## src/inc/btg_pkg.sv

```systemverilog
// Package of constants and types for the buzzer tone generator.
package btg_pkg;

	// ----------------------------------------------------------------
	// Register byte offsets
	// ----------------------------------------------------------------
	localparam logic [7:0] OFS_CLOCK_CTRL  = 8'h00;
	localparam logic [7:0] OFS_TONE_CTRL   = 8'h04;
	localparam logic [7:0] OFS_TONE_SELECT = 8'h08;
	localparam logic [7:0] OFS_SOUND_BUF   = 8'h0C;
	localparam logic [7:0] OFS_FLAGS       = 8'h10;
	localparam logic [7:0] OFS_FLAG_CLEAR  = 8'h14;
	localparam logic [7:0] OFS_IRQ_ENABLE  = 8'h18;

	// ----------------------------------------------------------------
	// Field positions
	// ----------------------------------------------------------------
	localparam int POS_CLOCK_SOURCE = 0;
	localparam int POS_CLOCK_DIVIDE = 4;
	localparam int POS_DEBUG_RUN    = 8;
	localparam int POS_MODULE_EN    = 0;
	localparam int POS_STOP         = 8;
	localparam int POS_OUTPUT_MODE  = 0;
	localparam int POS_PIN_DRIVE    = 8;
	localparam int POS_PERIOD       = 0;
	localparam int POS_HIGH_LEN     = 8;
	localparam int POS_EMPTY_FLAG   = 0;
	localparam int POS_DONE_FLAG    = 1;
	localparam int POS_BUSY_FLAG    = 2;

	// ----------------------------------------------------------------
	// Widths, reset values and modes
	// ----------------------------------------------------------------
	localparam int PERIOD_W = 8;
	localparam int LEN_W    = 6;
	localparam int IRQ_W    = 2;
	localparam logic [1:0] MODE_NORMAL         = 2'h0;
	localparam logic [1:0] RST_CLOCK_SOURCE    = 2'h0;
	localparam logic [2:0] RST_CLOCK_DIVIDE    = 3'h0;
	localparam logic [1:0] RST_OUTPUT_MODE     = 2'h0;
	localparam logic [IRQ_W-1:0] RST_IRQ_EN    = 2'h0;

	// ----------------------------------------------------------------
	// Timing: bus clock and nominal tone operating clock
	// ----------------------------------------------------------------
	localparam int HCLK_HZ     = 25000000;
	localparam int OPCLK_HZ    = 32768;
	localparam int TICK_CYCLES = HCLK_HZ / OPCLK_HZ;

	// ----------------------------------------------------------------
	// Carriers
	// ----------------------------------------------------------------
	typedef struct packed {
		logic [LEN_W-1:0]    high_length_field;
		logic [PERIOD_W-1:0] period_field;
	} btg_sound_t;

	typedef struct packed {
		logic busy_flag;
		logic output_done_flag;
		logic buffer_empty_flag;
	} btg_flags_t;

endpackage

```

## src/rtl/btg_sync.sv

```systemverilog
// Two-flop synchroniser for a group of level inputs.
module btg_sync #(
	parameter int WIDTH = 1
) (
	// Clock and reset
	input  wire logic             hclk,
	input  wire logic             hresetn,
	// Levels
	input  wire logic [WIDTH-1:0] async_in,
	output logic      [WIDTH-1:0] sync_out
);

	logic [WIDTH-1:0] stage_one;

	always_ff @(posedge hclk or negedge hresetn)
	begin
		if (!hresetn)
		begin
			stage_one <= '0;
			sync_out  <= '0;
		end
		else
		begin
			stage_one <= async_in;
			sync_out  <= stage_one;
		end
	end

endmodule

```

## src/rtl/btg_tone.sv

```systemverilog
// Tone period counter that yields the high phase of each tone cycle.
module btg_tone
	import btg_pkg::*;
(
	// Clock and reset
	input  wire logic       hclk,
	input  wire logic       hresetn,
	// Control
	input  wire logic       op_tick,
	input  wire logic       load,
	input  wire logic       run,
	input  wire btg_sound_t sound,
	// Result
	output logic            tone_high
);

	logic [PERIOD_W-1:0] count;

	always_ff @(posedge hclk or negedge hresetn)
	begin
		if (!hresetn)
			count <= '0;
		else if (load)
			count <= '0;
		else if (op_tick && run)
		begin
			if (count == sound.period_field)
				count <= '0;
			else
				count <= count + 8'h01;
		end
	end

	// High for counts 0..length, so length plus one operating cycles.
	assign tone_high = run && (count <= {2'h0, sound.high_length_field});

endmodule

```

## src/rtl/btg_top.sv

```systemverilog
// Buzzer tone generator with AHB-Lite register slave and interrupt.

module btg_top
	import btg_pkg::*;
#(
	parameter int TICK_DIV = TICK_CYCLES
) (
	// Clock and reset
	input  wire logic        hclk,
	input  wire logic        hresetn,
	// AHB-Lite slave
	input  wire logic        hsel,
	input  wire logic [31:0] haddr,
	input  wire logic [1:0]  htrans,
	input  wire logic        hwrite,
	input  wire logic [2:0]  hsize,
	input  wire logic [31:0] hwdata,
	input  wire logic        hready,
	output logic             hreadyout,
	output logic             hresp,
	output logic      [31:0] hrdata,
	// Power state inputs from outside the clock domain
	input  wire logic        cpu_sleep,
	input  wire logic        cpu_debug,
	input  wire logic        source_sleep_stop,
	// Buzzer pins and interrupt
	output logic             tone_pin_true,
	output logic             tone_pin_complement,
	output logic             irq
);

	// ----------------------------------------------------------------
	// Elaboration check
	// ----------------------------------------------------------------
	if (TICK_DIV < 2 || TICK_DIV > 65536)
	begin : g_bad_div
		$error("TICK_DIV must lie between 2 and 65536");
	end

	// ----------------------------------------------------------------
	// Declarations
	// ----------------------------------------------------------------
	logic [1:0]           clock_source_field;
	logic [2:0]           clock_divide_field;
	logic                 debug_run_bit;
	logic                 module_enable_bit;
	logic [1:0]           output_mode_field;
	logic                 pin_drive_select;
	btg_sound_t           sound_buffer;
	btg_sound_t           sound_work;
	btg_flags_t           flag_register;
	logic [IRQ_W-1:0]     irq_enable_register;
	logic                 pending;
	logic                 running;
	logic [2:0]           power_sync;
	logic                 halted;
	logic [15:0]          pre_cnt;
	logic [6:0]           div_cnt;
	logic [6:0]           div_mask;
	logic                 base_tick;
	logic                 op_tick;
	logic                 load;
	logic                 tone_high;
	logic                 addr_valid;
	logic                 wr_pend;
	logic [7:0]           wr_addr;
	logic                 wr_clock;
	logic                 wr_ctrl;
	logic                 wr_select;
	logic                 wr_buf;
	logic                 wr_clear;
	logic                 wr_enable;
	logic                 stop_req;
	logic                 start_req;
	logic [31:0]          next_rdata;

	// ----------------------------------------------------------------
	// Power state synchronisation and halt
	// ----------------------------------------------------------------
	btg_sync #(
		.WIDTH (3)
	) u_sync (
		.hclk     (hclk),
		.hresetn  (hresetn),
		.async_in ({source_sleep_stop, cpu_debug, cpu_sleep}),
		.sync_out (power_sync)
	);

	// While halted no operating tick is made, so the tone counter,
	// the pending load and the pins all hold their state.
	assign halted = (power_sync[0] && power_sync[2])
		|| (power_sync[1] && !debug_run_bit);

	// ----------------------------------------------------------------
	// Operating clock tick
	// ----------------------------------------------------------------
	// The operating clock is a tick on hclk near the nominal rate; the
	// divide field slows it by a power of two. All sources share this
	// one reference, so the source field is only held for software.
	assign base_tick = (pre_cnt == 16'(TICK_DIV - 1));
	assign div_mask  = 7'((8'h01 << clock_divide_field) - 8'h01);
	assign op_tick   = base_tick && ((div_cnt & div_mask) == div_mask)
		&& !halted && module_enable_bit;

	always_ff @(posedge hclk or negedge hresetn)
	begin
		if (!hresetn)
			pre_cnt <= '0;
		else if (halted)
			pre_cnt <= pre_cnt;
		else if (base_tick)
			pre_cnt <= '0;
		else
			pre_cnt <= pre_cnt + 16'h0001;
	end

	always_ff @(posedge hclk or negedge hresetn)
	begin
		if (!hresetn)
			div_cnt <= '0;
		else if (base_tick && !halted)
			div_cnt <= div_cnt + 7'h01;
	end

	// ----------------------------------------------------------------
	// AHB-Lite address and data phase
	// ----------------------------------------------------------------
	// Zero wait state slave: every transfer completes OKAY at once.
	assign hreadyout = 1'b1;
	assign hresp     = 1'b0;
	assign addr_valid = hsel && htrans[1] && hready;

	always_ff @(posedge hclk or negedge hresetn)
	begin
		if (!hresetn)
		begin
			wr_pend <= 1'b0;
			wr_addr <= 8'h00;
		end
		else
		begin
			wr_pend <= addr_valid && hwrite && (haddr[31:8] == 24'h000000);
			wr_addr <= haddr[7:0];
		end
	end

	assign wr_clock  = wr_pend && (wr_addr == OFS_CLOCK_CTRL);
	assign wr_ctrl   = wr_pend && (wr_addr == OFS_TONE_CTRL);
	assign wr_select = wr_pend && (wr_addr == OFS_TONE_SELECT);
	assign wr_buf    = wr_pend && (wr_addr == OFS_SOUND_BUF);
	assign wr_clear  = wr_pend && (wr_addr == OFS_FLAG_CLEAR);
	assign wr_enable = wr_pend && (wr_addr == OFS_IRQ_ENABLE);
	assign stop_req  = wr_ctrl && hwdata[POS_STOP];
	assign start_req = wr_buf && module_enable_bit
		&& (output_mode_field == MODE_NORMAL);

	// ----------------------------------------------------------------
	// Read data, registered at the address phase
	// ----------------------------------------------------------------
	always_comb
	begin
		next_rdata = 32'h00000000;
		if (haddr[31:8] == 24'h000000)
		begin
			case (haddr[7:0])
				OFS_CLOCK_CTRL:
				begin
					next_rdata[POS_CLOCK_SOURCE +: 2] = clock_source_field;
					next_rdata[POS_CLOCK_DIVIDE +: 3] = clock_divide_field;
					next_rdata[POS_DEBUG_RUN]         = debug_run_bit;
				end
				OFS_TONE_CTRL:
					next_rdata[POS_MODULE_EN] = module_enable_bit;
				OFS_TONE_SELECT:
				begin
					next_rdata[POS_OUTPUT_MODE +: 2] = output_mode_field;
					next_rdata[POS_PIN_DRIVE]        = pin_drive_select;
				end
				OFS_SOUND_BUF:
				begin
					next_rdata[POS_PERIOD +: PERIOD_W] = sound_buffer.period_field;
					next_rdata[POS_HIGH_LEN +: LEN_W]  = sound_buffer.high_length_field;
				end
				OFS_FLAGS:
					next_rdata[2:0] = flag_register;
				OFS_IRQ_ENABLE:
					next_rdata[IRQ_W-1:0] = irq_enable_register;
				default:
					next_rdata = 32'h00000000;
			endcase
		end
	end

	always_ff @(posedge hclk or negedge hresetn)
	begin
		if (!hresetn)
			hrdata <= 32'h00000000;
		else if (addr_valid && !hwrite)
			hrdata <= next_rdata;
	end

	// ----------------------------------------------------------------
	// Configuration registers
	// ----------------------------------------------------------------
	always_ff @(posedge hclk or negedge hresetn)
	begin
		if (!hresetn)
		begin
			clock_source_field <= RST_CLOCK_SOURCE;
			clock_divide_field <= RST_CLOCK_DIVIDE;
			debug_run_bit      <= 1'b0;
		end
		else if (wr_clock)
		begin
			clock_source_field <= hwdata[POS_CLOCK_SOURCE +: 2];
			clock_divide_field <= hwdata[POS_CLOCK_DIVIDE +: 3];
			debug_run_bit      <= hwdata[POS_DEBUG_RUN];
		end
	end

	always_ff @(posedge hclk or negedge hresetn)
	begin
		if (!hresetn)
			module_enable_bit <= 1'b0;
		else if (wr_ctrl)
			module_enable_bit <= hwdata[POS_MODULE_EN];
	end

	always_ff @(posedge hclk or negedge hresetn)
	begin
		if (!hresetn)
		begin
			output_mode_field <= RST_OUTPUT_MODE;
			pin_drive_select  <= 1'b0;
		end
		else if (wr_select)
		begin
			output_mode_field <= hwdata[POS_OUTPUT_MODE +: 2];
			pin_drive_select  <= hwdata[POS_PIN_DRIVE];
		end
	end

	always_ff @(posedge hclk or negedge hresetn)
	begin
		if (!hresetn)
			irq_enable_register <= RST_IRQ_EN;
		else if (wr_enable)
			irq_enable_register <= hwdata[IRQ_W-1:0];
	end

	always_ff @(posedge hclk or negedge hresetn)
	begin
		if (!hresetn)
			sound_buffer <= '0;
		else if (wr_buf)
		begin
			sound_buffer.period_field      <= hwdata[POS_PERIOD +: PERIOD_W];
			sound_buffer.high_length_field <= hwdata[POS_HIGH_LEN +: LEN_W];
		end
	end

	// ----------------------------------------------------------------
	// Buffer load and output sequencing
	// ----------------------------------------------------------------
	// The buffer moves into the working register only on an operating
	// tick, so a write that lands mid-period takes effect cleanly.
	assign load = pending && op_tick;

	always_ff @(posedge hclk or negedge hresetn)
	begin
		if (!hresetn)
			pending <= 1'b0;
		else if (!module_enable_bit || stop_req)
			pending <= 1'b0;
		else if (start_req)
			pending <= 1'b1;
		else if (load)
			pending <= 1'b0;
	end

	always_ff @(posedge hclk or negedge hresetn)
	begin
		if (!hresetn)
			sound_work <= '0;
		else if (load)
			sound_work <= sound_buffer;
	end

	always_ff @(posedge hclk or negedge hresetn)
	begin
		if (!hresetn)
			running <= 1'b0;
		else if (!module_enable_bit || stop_req)
			running <= 1'b0;
		else if (load)
			running <= 1'b1;
	end

	// ----------------------------------------------------------------
	// Flags and interrupt
	// ----------------------------------------------------------------
	// A hardware set in the same cycle as a software clear wins.
	always_ff @(posedge hclk or negedge hresetn)
	begin
		if (!hresetn)
			flag_register.buffer_empty_flag <= 1'b1;
		else if (load)
			flag_register.buffer_empty_flag <= 1'b1;
		else if (start_req)
			flag_register.buffer_empty_flag <= 1'b0;
		else if (wr_clear && hwdata[POS_EMPTY_FLAG])
			flag_register.buffer_empty_flag <= 1'b0;
	end

	always_ff @(posedge hclk or negedge hresetn)
	begin
		if (!hresetn)
			flag_register.output_done_flag <= 1'b0;
		else if (stop_req && module_enable_bit)
			flag_register.output_done_flag <= 1'b1;
		else if (wr_clear && hwdata[POS_DONE_FLAG])
			flag_register.output_done_flag <= 1'b0;
	end

	always_ff @(posedge hclk or negedge hresetn)
	begin
		if (!hresetn)
			flag_register.busy_flag <= 1'b0;
		else if (!module_enable_bit || stop_req)
			flag_register.busy_flag <= 1'b0;
		else if (load)
			flag_register.busy_flag <= 1'b1;
	end

	always_ff @(posedge hclk or negedge hresetn)
	begin
		if (!hresetn)
			irq <= 1'b0;
		else
			irq <= |({flag_register.output_done_flag,
				flag_register.buffer_empty_flag} & irq_enable_register);
	end

	// ----------------------------------------------------------------
	// Tone waveform and pin drive
	// ----------------------------------------------------------------
	btg_tone u_tone (
		.hclk      (hclk),
		.hresetn   (hresetn),
		.op_tick   (op_tick),
		.load      (load),
		.run       (running),
		.sound     (sound_work),
		.tone_high (tone_high)
	);

	// Pins update only when not halted, so a frozen block holds them.
	always_ff @(posedge hclk or negedge hresetn)
	begin
		if (!hresetn)
		begin
			tone_pin_true       <= 1'b0;
			tone_pin_complement <= 1'b0;
		end
		else if (!halted)
		begin
			tone_pin_true <= tone_high;
			if (pin_drive_select)
				tone_pin_complement <= !tone_high;
			else
				tone_pin_complement <= running && !tone_high;
		end
	end

endmodule

```

## config.mk

```make
export PLATFORM = sky130hd
export DESIGN_NAME = btg_top
export DESIGN_NICKNAME = d
export VERILOG_FILES = /design/src/inc/btg_pkg.sv /design/src/rtl/btg_sync.sv /design/src/rtl/btg_tone.sv /design/src/rtl/btg_top.sv
export SDC_FILE = /design/constraint.sdc
export NUM_CORES = 1
export LEC_CHECK = 0
export BUFFER_PORTS_ARGS = -buffer_cell sky130_fd_sc_hd__buf_2
export CAP_MARGIN = 20
export CORE_AREA = 10 10 107 109
export DETAILED_ROUTE_END_ITERATION = 6
export DIE_AREA = 0 0 117 119
export PLACE_DENSITY = 0.81
export SLEW_MARGIN = 20
export SYNTH_ARGS = -nofsm -noshare
export SYNTH_HDL_FRONTEND = slang
export SYNTH_SLANG_ARGS = --single-unit
export TNS_END_PERCENT = 30
```

## constraint.sdc

```tcl
create_clock -name hclk -period 4.83 [get_ports hclk]
set_clock_uncertainty 0.1 [all_clocks]
set_input_delay 0.966 -clock hclk [delete_from_list [all_inputs] [get_ports hclk]]
set_output_delay 0.966 -clock hclk [all_outputs]
set_load 0.05 [all_outputs]
```

==> impl_metrics.csv <==
group,metric,value,unit
cts,tritoncts.num_buffers,9,
setup_path,crit-reg2reg-capture,"u_tone.count[5]",
setup_path,crit_path_start_kind,"input pin",
logic_synthesis,dominantRegCellSynth,"sky130_fd_sc_hd__dfrtp_1",
logic_synthesis,netlist_area,0.005135,mm^2
floorplan,design.portCount,114,
placed_design,placed_cells,615,
placed_design,place.gp.congestion,0.8254,
cts,cts.repair_timing.setup_buffer_count,0,
setup_path,reg2reg_depth,7,
cts,clock_tree_from_tritoncts,"yes",
setup_path,critical_path_class,"in2reg",
timing,period_needed,2.544,ns
floorplan,die_area,0.01392,mm^2
logic_synthesis,postSynthCellCount,443,
setup_path,path_max_fanout,7,
setup_path,worst_ep_required_time,5.03,ns
logic_synthesis,synth_cell_type_count,59,
cts,cts_hold_buffers,0,
detailed_routing,detailed_route_iter0_violations,216,
logic_synthesis,synth_largest_type_area_fraction,0.5166,
detailed_routing,wirelength,10680,um
cts,cts_h_tree_depth,3,
pwr,clockPowerShare,0.338,
cts,clock_tree.root_cell,"sky130_fd_sc_hd__clkbuf_8",
detailed_routing,post-route-drc-count,0,
pwr,power.combinational.fraction,0.087,
logic_synthesis,count_of_yosys_warnings_during_synthesis,0,
logic_synthesis,synthDominantAreaCellType,"sky130_fd_sc_hd__dfrtp_1",
pwr,sw_frac_of_total,0.2675,
grt,antenna_found_initial,0,
floorplan,floorplan_core_area,0.009459,mm^2
detailed_routing,route.antenna.remaining_nets,0,
logic_synthesis,synth-async-reset-ratio,1.000,
cells_and_area,design.final.nets,599,
logic_synthesis,synth.top_cells.by_area,"sky130_fd_sc_hd__dfrtp_1 52%, sky130_fd_sc_hd__mux2_2 7.7%, sky130_fd_sc_hd__a22o_1 3.9%",
detailed_routing,avgViaCountPerCell,5.721,
setup_path,worst_setup_path_endpoint,"hrdata[7]",
logic_synthesis,syn_avg_cell_area,11.59,um^2
cts,clk_pin_slew,0.10,ns
detailed_routing,route.detailed.wl_per_inst,16.93,um
cts,cts_buffer_depth,2,
detailed_routing,dr_total_vias,3610,
pwr,worst_ir_drop_vdd,0.0001768,V
timing,final_max_slew_viol_count,0,
timing,totalNegativeSetupSlack,0,ns
pwr,leakage,0.002797,uW
logic_synthesis,synth-edff-count,0,
cts,clock_sinks,107,
logic_synthesis,synth-seq-area-share,0.5217,
timing,report.final.setup_viol,0,
cells_and_area,area_delta_synth_final,10.99,%
outcome,outcome,"finished, final reports clean",
detailed_routing,firstDrtPassIters,4,
grt,grt_pass1_vias,3708,
placed_design,place_hpwl,7999,um
timing,hold_viol,0,
hold_path,worst_hold_path_type,"reg2reg",
cts,clk_latency,0.37,ns
setup_path,arrival,2.75,ns
floorplan,chip_height,119,um
pwr,power.switching,442.8,uW
grt,track_usage,0.1559,
cts,post_cts_resized,0,
cells_and_area,stdcell_count,631,
floorplan,fp-row-count,36,
timing,timing.max_slew.rel_slack,0.3847,
setup_path,reg2reg_setup_slack,2.31,ns
timing,period_share,0.5266,
floorplan,initial_core_utilization,0.5429,
grt,grt_pass1_wl,17860,um
placed_design,numPortBuffers,71,
setup_path,worst_setup_path_end_kind,"flop",
cells_and_area,layout.core_utilization,0.6025,
pwr,pwr-share-seq,0.575,
cells_and_area,layout.filler_cells,764,
timing,grt_setup_unrepaired,"no",
floorplan,die_width,117,um
timing,worst-slew-pin-transition,0.9230,ns
grt,grt_max_degree,76,
cells_and_area,final_layout_size_suffix_gt1_frac,0.2824,
logic_synthesis,synth.ff_latch_count,107,
setup_path,setup.worst_path.start,"haddr[1]",
cells_and_area,num_antenna_cells,0,
grt,overflow,0,
pwr,p_int,1213,uW
job,timing.max_cap.violations,0,
setup_path,r2r-start,"pre_cnt[1]",
pwr,power_density,290.5,mW/mm^2
timing,fmaxAchievable,0.3931,GHz
-- metal layers --
layer,track usage,up-vias,share of wire
li1,-,1702,-
met1,0.1990,1817,0.42
met2,0.2554,75,0.51
met3,0.03514,16,0.048
met4,0.05023,0,0.019
met5,0,-,0
-- logic make-up after synthesis --
group / share of synthesized area
simple gates: 0.1491
flops: 0.5217
compound gates: 0.1055
buf+inv: 0.05287
mux: 0.1023
xor+xnor: 0.04264
fa+ha+maj: 0.02437
other cells: 0.001463
-- placed cells by master (no fill, tap or decap), types with 4 or more instances in the layout --
cell                         n
sky130_fd_sc_hd__o21ai_0    12
sky130_fd_sc_hd__a22o_1     23
sky130_fd_sc_hd__nor3_1      9
sky130_fd_sc_hd__nor4_1      8
sky130_fd_sc_hd__or3_1       4
sky130_fd_sc_hd__o31ai_1     5
sky130_fd_sc_hd__dfrtp_1   106
sky130_fd_sc_hd__nand3_1    12
sky130_fd_sc_hd__xnor2_1     8
sky130_fd_sc_hd__ha_1       10
sky130_fd_sc_hd__nand2_1    37
sky130_fd_sc_hd__conb_1     20
sky130_fd_sc_hd__nand2b_1    4
sky130_fd_sc_hd__a21oi_1     6
sky130_fd_sc_hd__buf_2      70
sky130_fd_sc_hd__xor2_1     17
sky130_fd_sc_hd__mux2_4      8
sky130_fd_sc_hd__nor2_1     16
sky130_fd_sc_hd__inv_1      14
sky130_fd_sc_hd__nor2b_1     5
sky130_fd_sc_hd__o41ai_1     7
sky130_fd_sc_hd__nand4_1    13
sky130_fd_sc_hd__mux2_2     35
sky130_fd_sc_hd__and3_1      7
sky130_fd_sc_hd__clkbuf_8    9
-- layout make-up --
class / count / area, um^2 / area share
Tap cell: 114 / 142.6 / 0.02503
Multi-Input combinational cell: 307 / 2252 / 0.3952
Inverter: 14 / 52.55 / 0.009221
Sequential cell: 107 / 2679 / 0.4700
Clock inverter: 6 / 72.57 / 0.01273
Timing Repair Buffer: 73 / 372.9 / 0.06542
Clock buffer: 10 / 127.6 / 0.02239
-- Yosys cell counts (2+ instances only) --
| library cell | instances |
|---|---|
| sky130_fd_sc_hd__a21oi_1 | 6 |
| sky130_fd_sc_hd__a22o_1 | 23 |
| sky130_fd_sc_hd__a22oi_1 | 2 |
| sky130_fd_sc_hd__a31oi_1 | 2 |
| sky130_fd_sc_hd__a32o_1 | 2 |
| sky130_fd_sc_hd__and2_1 | 3 |
| sky130_fd_sc_hd__and3_1 | 7 |
| sky130_fd_sc_hd__and4_1 | 3 |
| sky130_fd_sc_hd__buf_2 | 4 |
| sky130_fd_sc_hd__buf_4 | 20 |
| sky130_fd_sc_hd__buf_6 | 2 |
| sky130_fd_sc_hd__clkbuf_1 | 6 |
| sky130_fd_sc_hd__conb_1 | 2 |
| sky130_fd_sc_hd__dfrtp_1 | 106 |
| sky130_fd_sc_hd__ha_1 | 10 |
| sky130_fd_sc_hd__inv_1 | 14 |
| sky130_fd_sc_hd__mux2_2 | 35 |
| sky130_fd_sc_hd__mux2_4 | 8 |
| sky130_fd_sc_hd__nand2_1 | 37 |
| sky130_fd_sc_hd__nand2b_1 | 4 |
| sky130_fd_sc_hd__nand3_1 | 12 |
| sky130_fd_sc_hd__nand4_1 | 13 |
| sky130_fd_sc_hd__nor2_1 | 16 |
| sky130_fd_sc_hd__nor2b_1 | 5 |
| sky130_fd_sc_hd__nor3_1 | 9 |
| sky130_fd_sc_hd__nor3b_1 | 2 |
| sky130_fd_sc_hd__nor4_1 | 8 |
| sky130_fd_sc_hd__nor4b_1 | 2 |
| sky130_fd_sc_hd__o2111ai_1 | 2 |
| sky130_fd_sc_hd__o21ai_0 | 12 |
| sky130_fd_sc_hd__o31ai_1 | 5 |
| sky130_fd_sc_hd__o41ai_1 | 7 |
| sky130_fd_sc_hd__or2_2 | 2 |
| sky130_fd_sc_hd__or3_1 | 4 |
| sky130_fd_sc_hd__xnor2_1 | 8 |
| sky130_fd_sc_hd__xor2_1 | 17 |
-- sequential cells by signal, indices dropped and copies added (netlist names), 7 cells and up --
name / cells
pre_cnt: 16
u_tone.count: 8
wr_addr: 8
hrdata: 14
sound_work: 14
sound_buffer: 14
div_cnt: 7
-- worst min path at each step --
stage / end / depth (start not counted) / from / slack, ns
2_1_floorplan: u_sync.sync_out[0] / 0 / u_sync.stage_one[0] / 0.23
3_3_place_gp: u_sync.sync_out[0] / 0 / u_sync.stage_one[0] / 0.23
3_5_place_dp: u_sync.sync_out[1] / 0 / u_sync.stage_one[1] / 0.24
4_1_cts: u_sync.sync_out[0] / 0 / u_sync.stage_one[0] / 0.26
5_1_grt: u_sync.sync_out[0] / 0 / u_sync.stage_one[0] / 0.27
6_report: u_sync.sync_out[1] / 0 / u_sync.stage_one[1] / 0.26
-- critical path, cell delays in order --
cell and delay (ns):
sky130_fd_sc_hd__buf_2 0.10, sky130_fd_sc_hd__or4_4 0.52, sky130_fd_sc_hd__or3_4 0.37, sky130_fd_sc_hd__nor4_4 0.24, sky130_fd_sc_hd__and2_1 0.35, sky130_fd_sc_hd__a22o_1 0.19
-- per-stage QoR --
step	power [uW]	hold WS [ns]	cell area [um^2]	setup slack, ns
floorplan	1057	0.2312	5202	2.233
CTS	1666	0.2627	5699	2.296
global placement	1100	0.2324	5499	1.930
detailed placement	1110	0.2358	5499	1.906
finish	1656	0.2603	5699	2.286
global route	1720	0.2653	5699	2.178
-- power groups by stage --
| stage | clock network, uW | logic [uW] | registers (uW) |
|---|---|---|---|
| 6_report | 559 | 144 | 952 |
| 3_3_place_gp | 0 | 135 | 965 |
| 4_1_cts | 570 | 145 | 951 |
| 5_1_grt | 607 | 158 | 955 |
| 3_5_place_dp | 0 | 142 | 968 |
| 2_1_floorplan | 0 | 94.3 | 963 |
No activity file was read; power rests on OpenSTA's default activity.
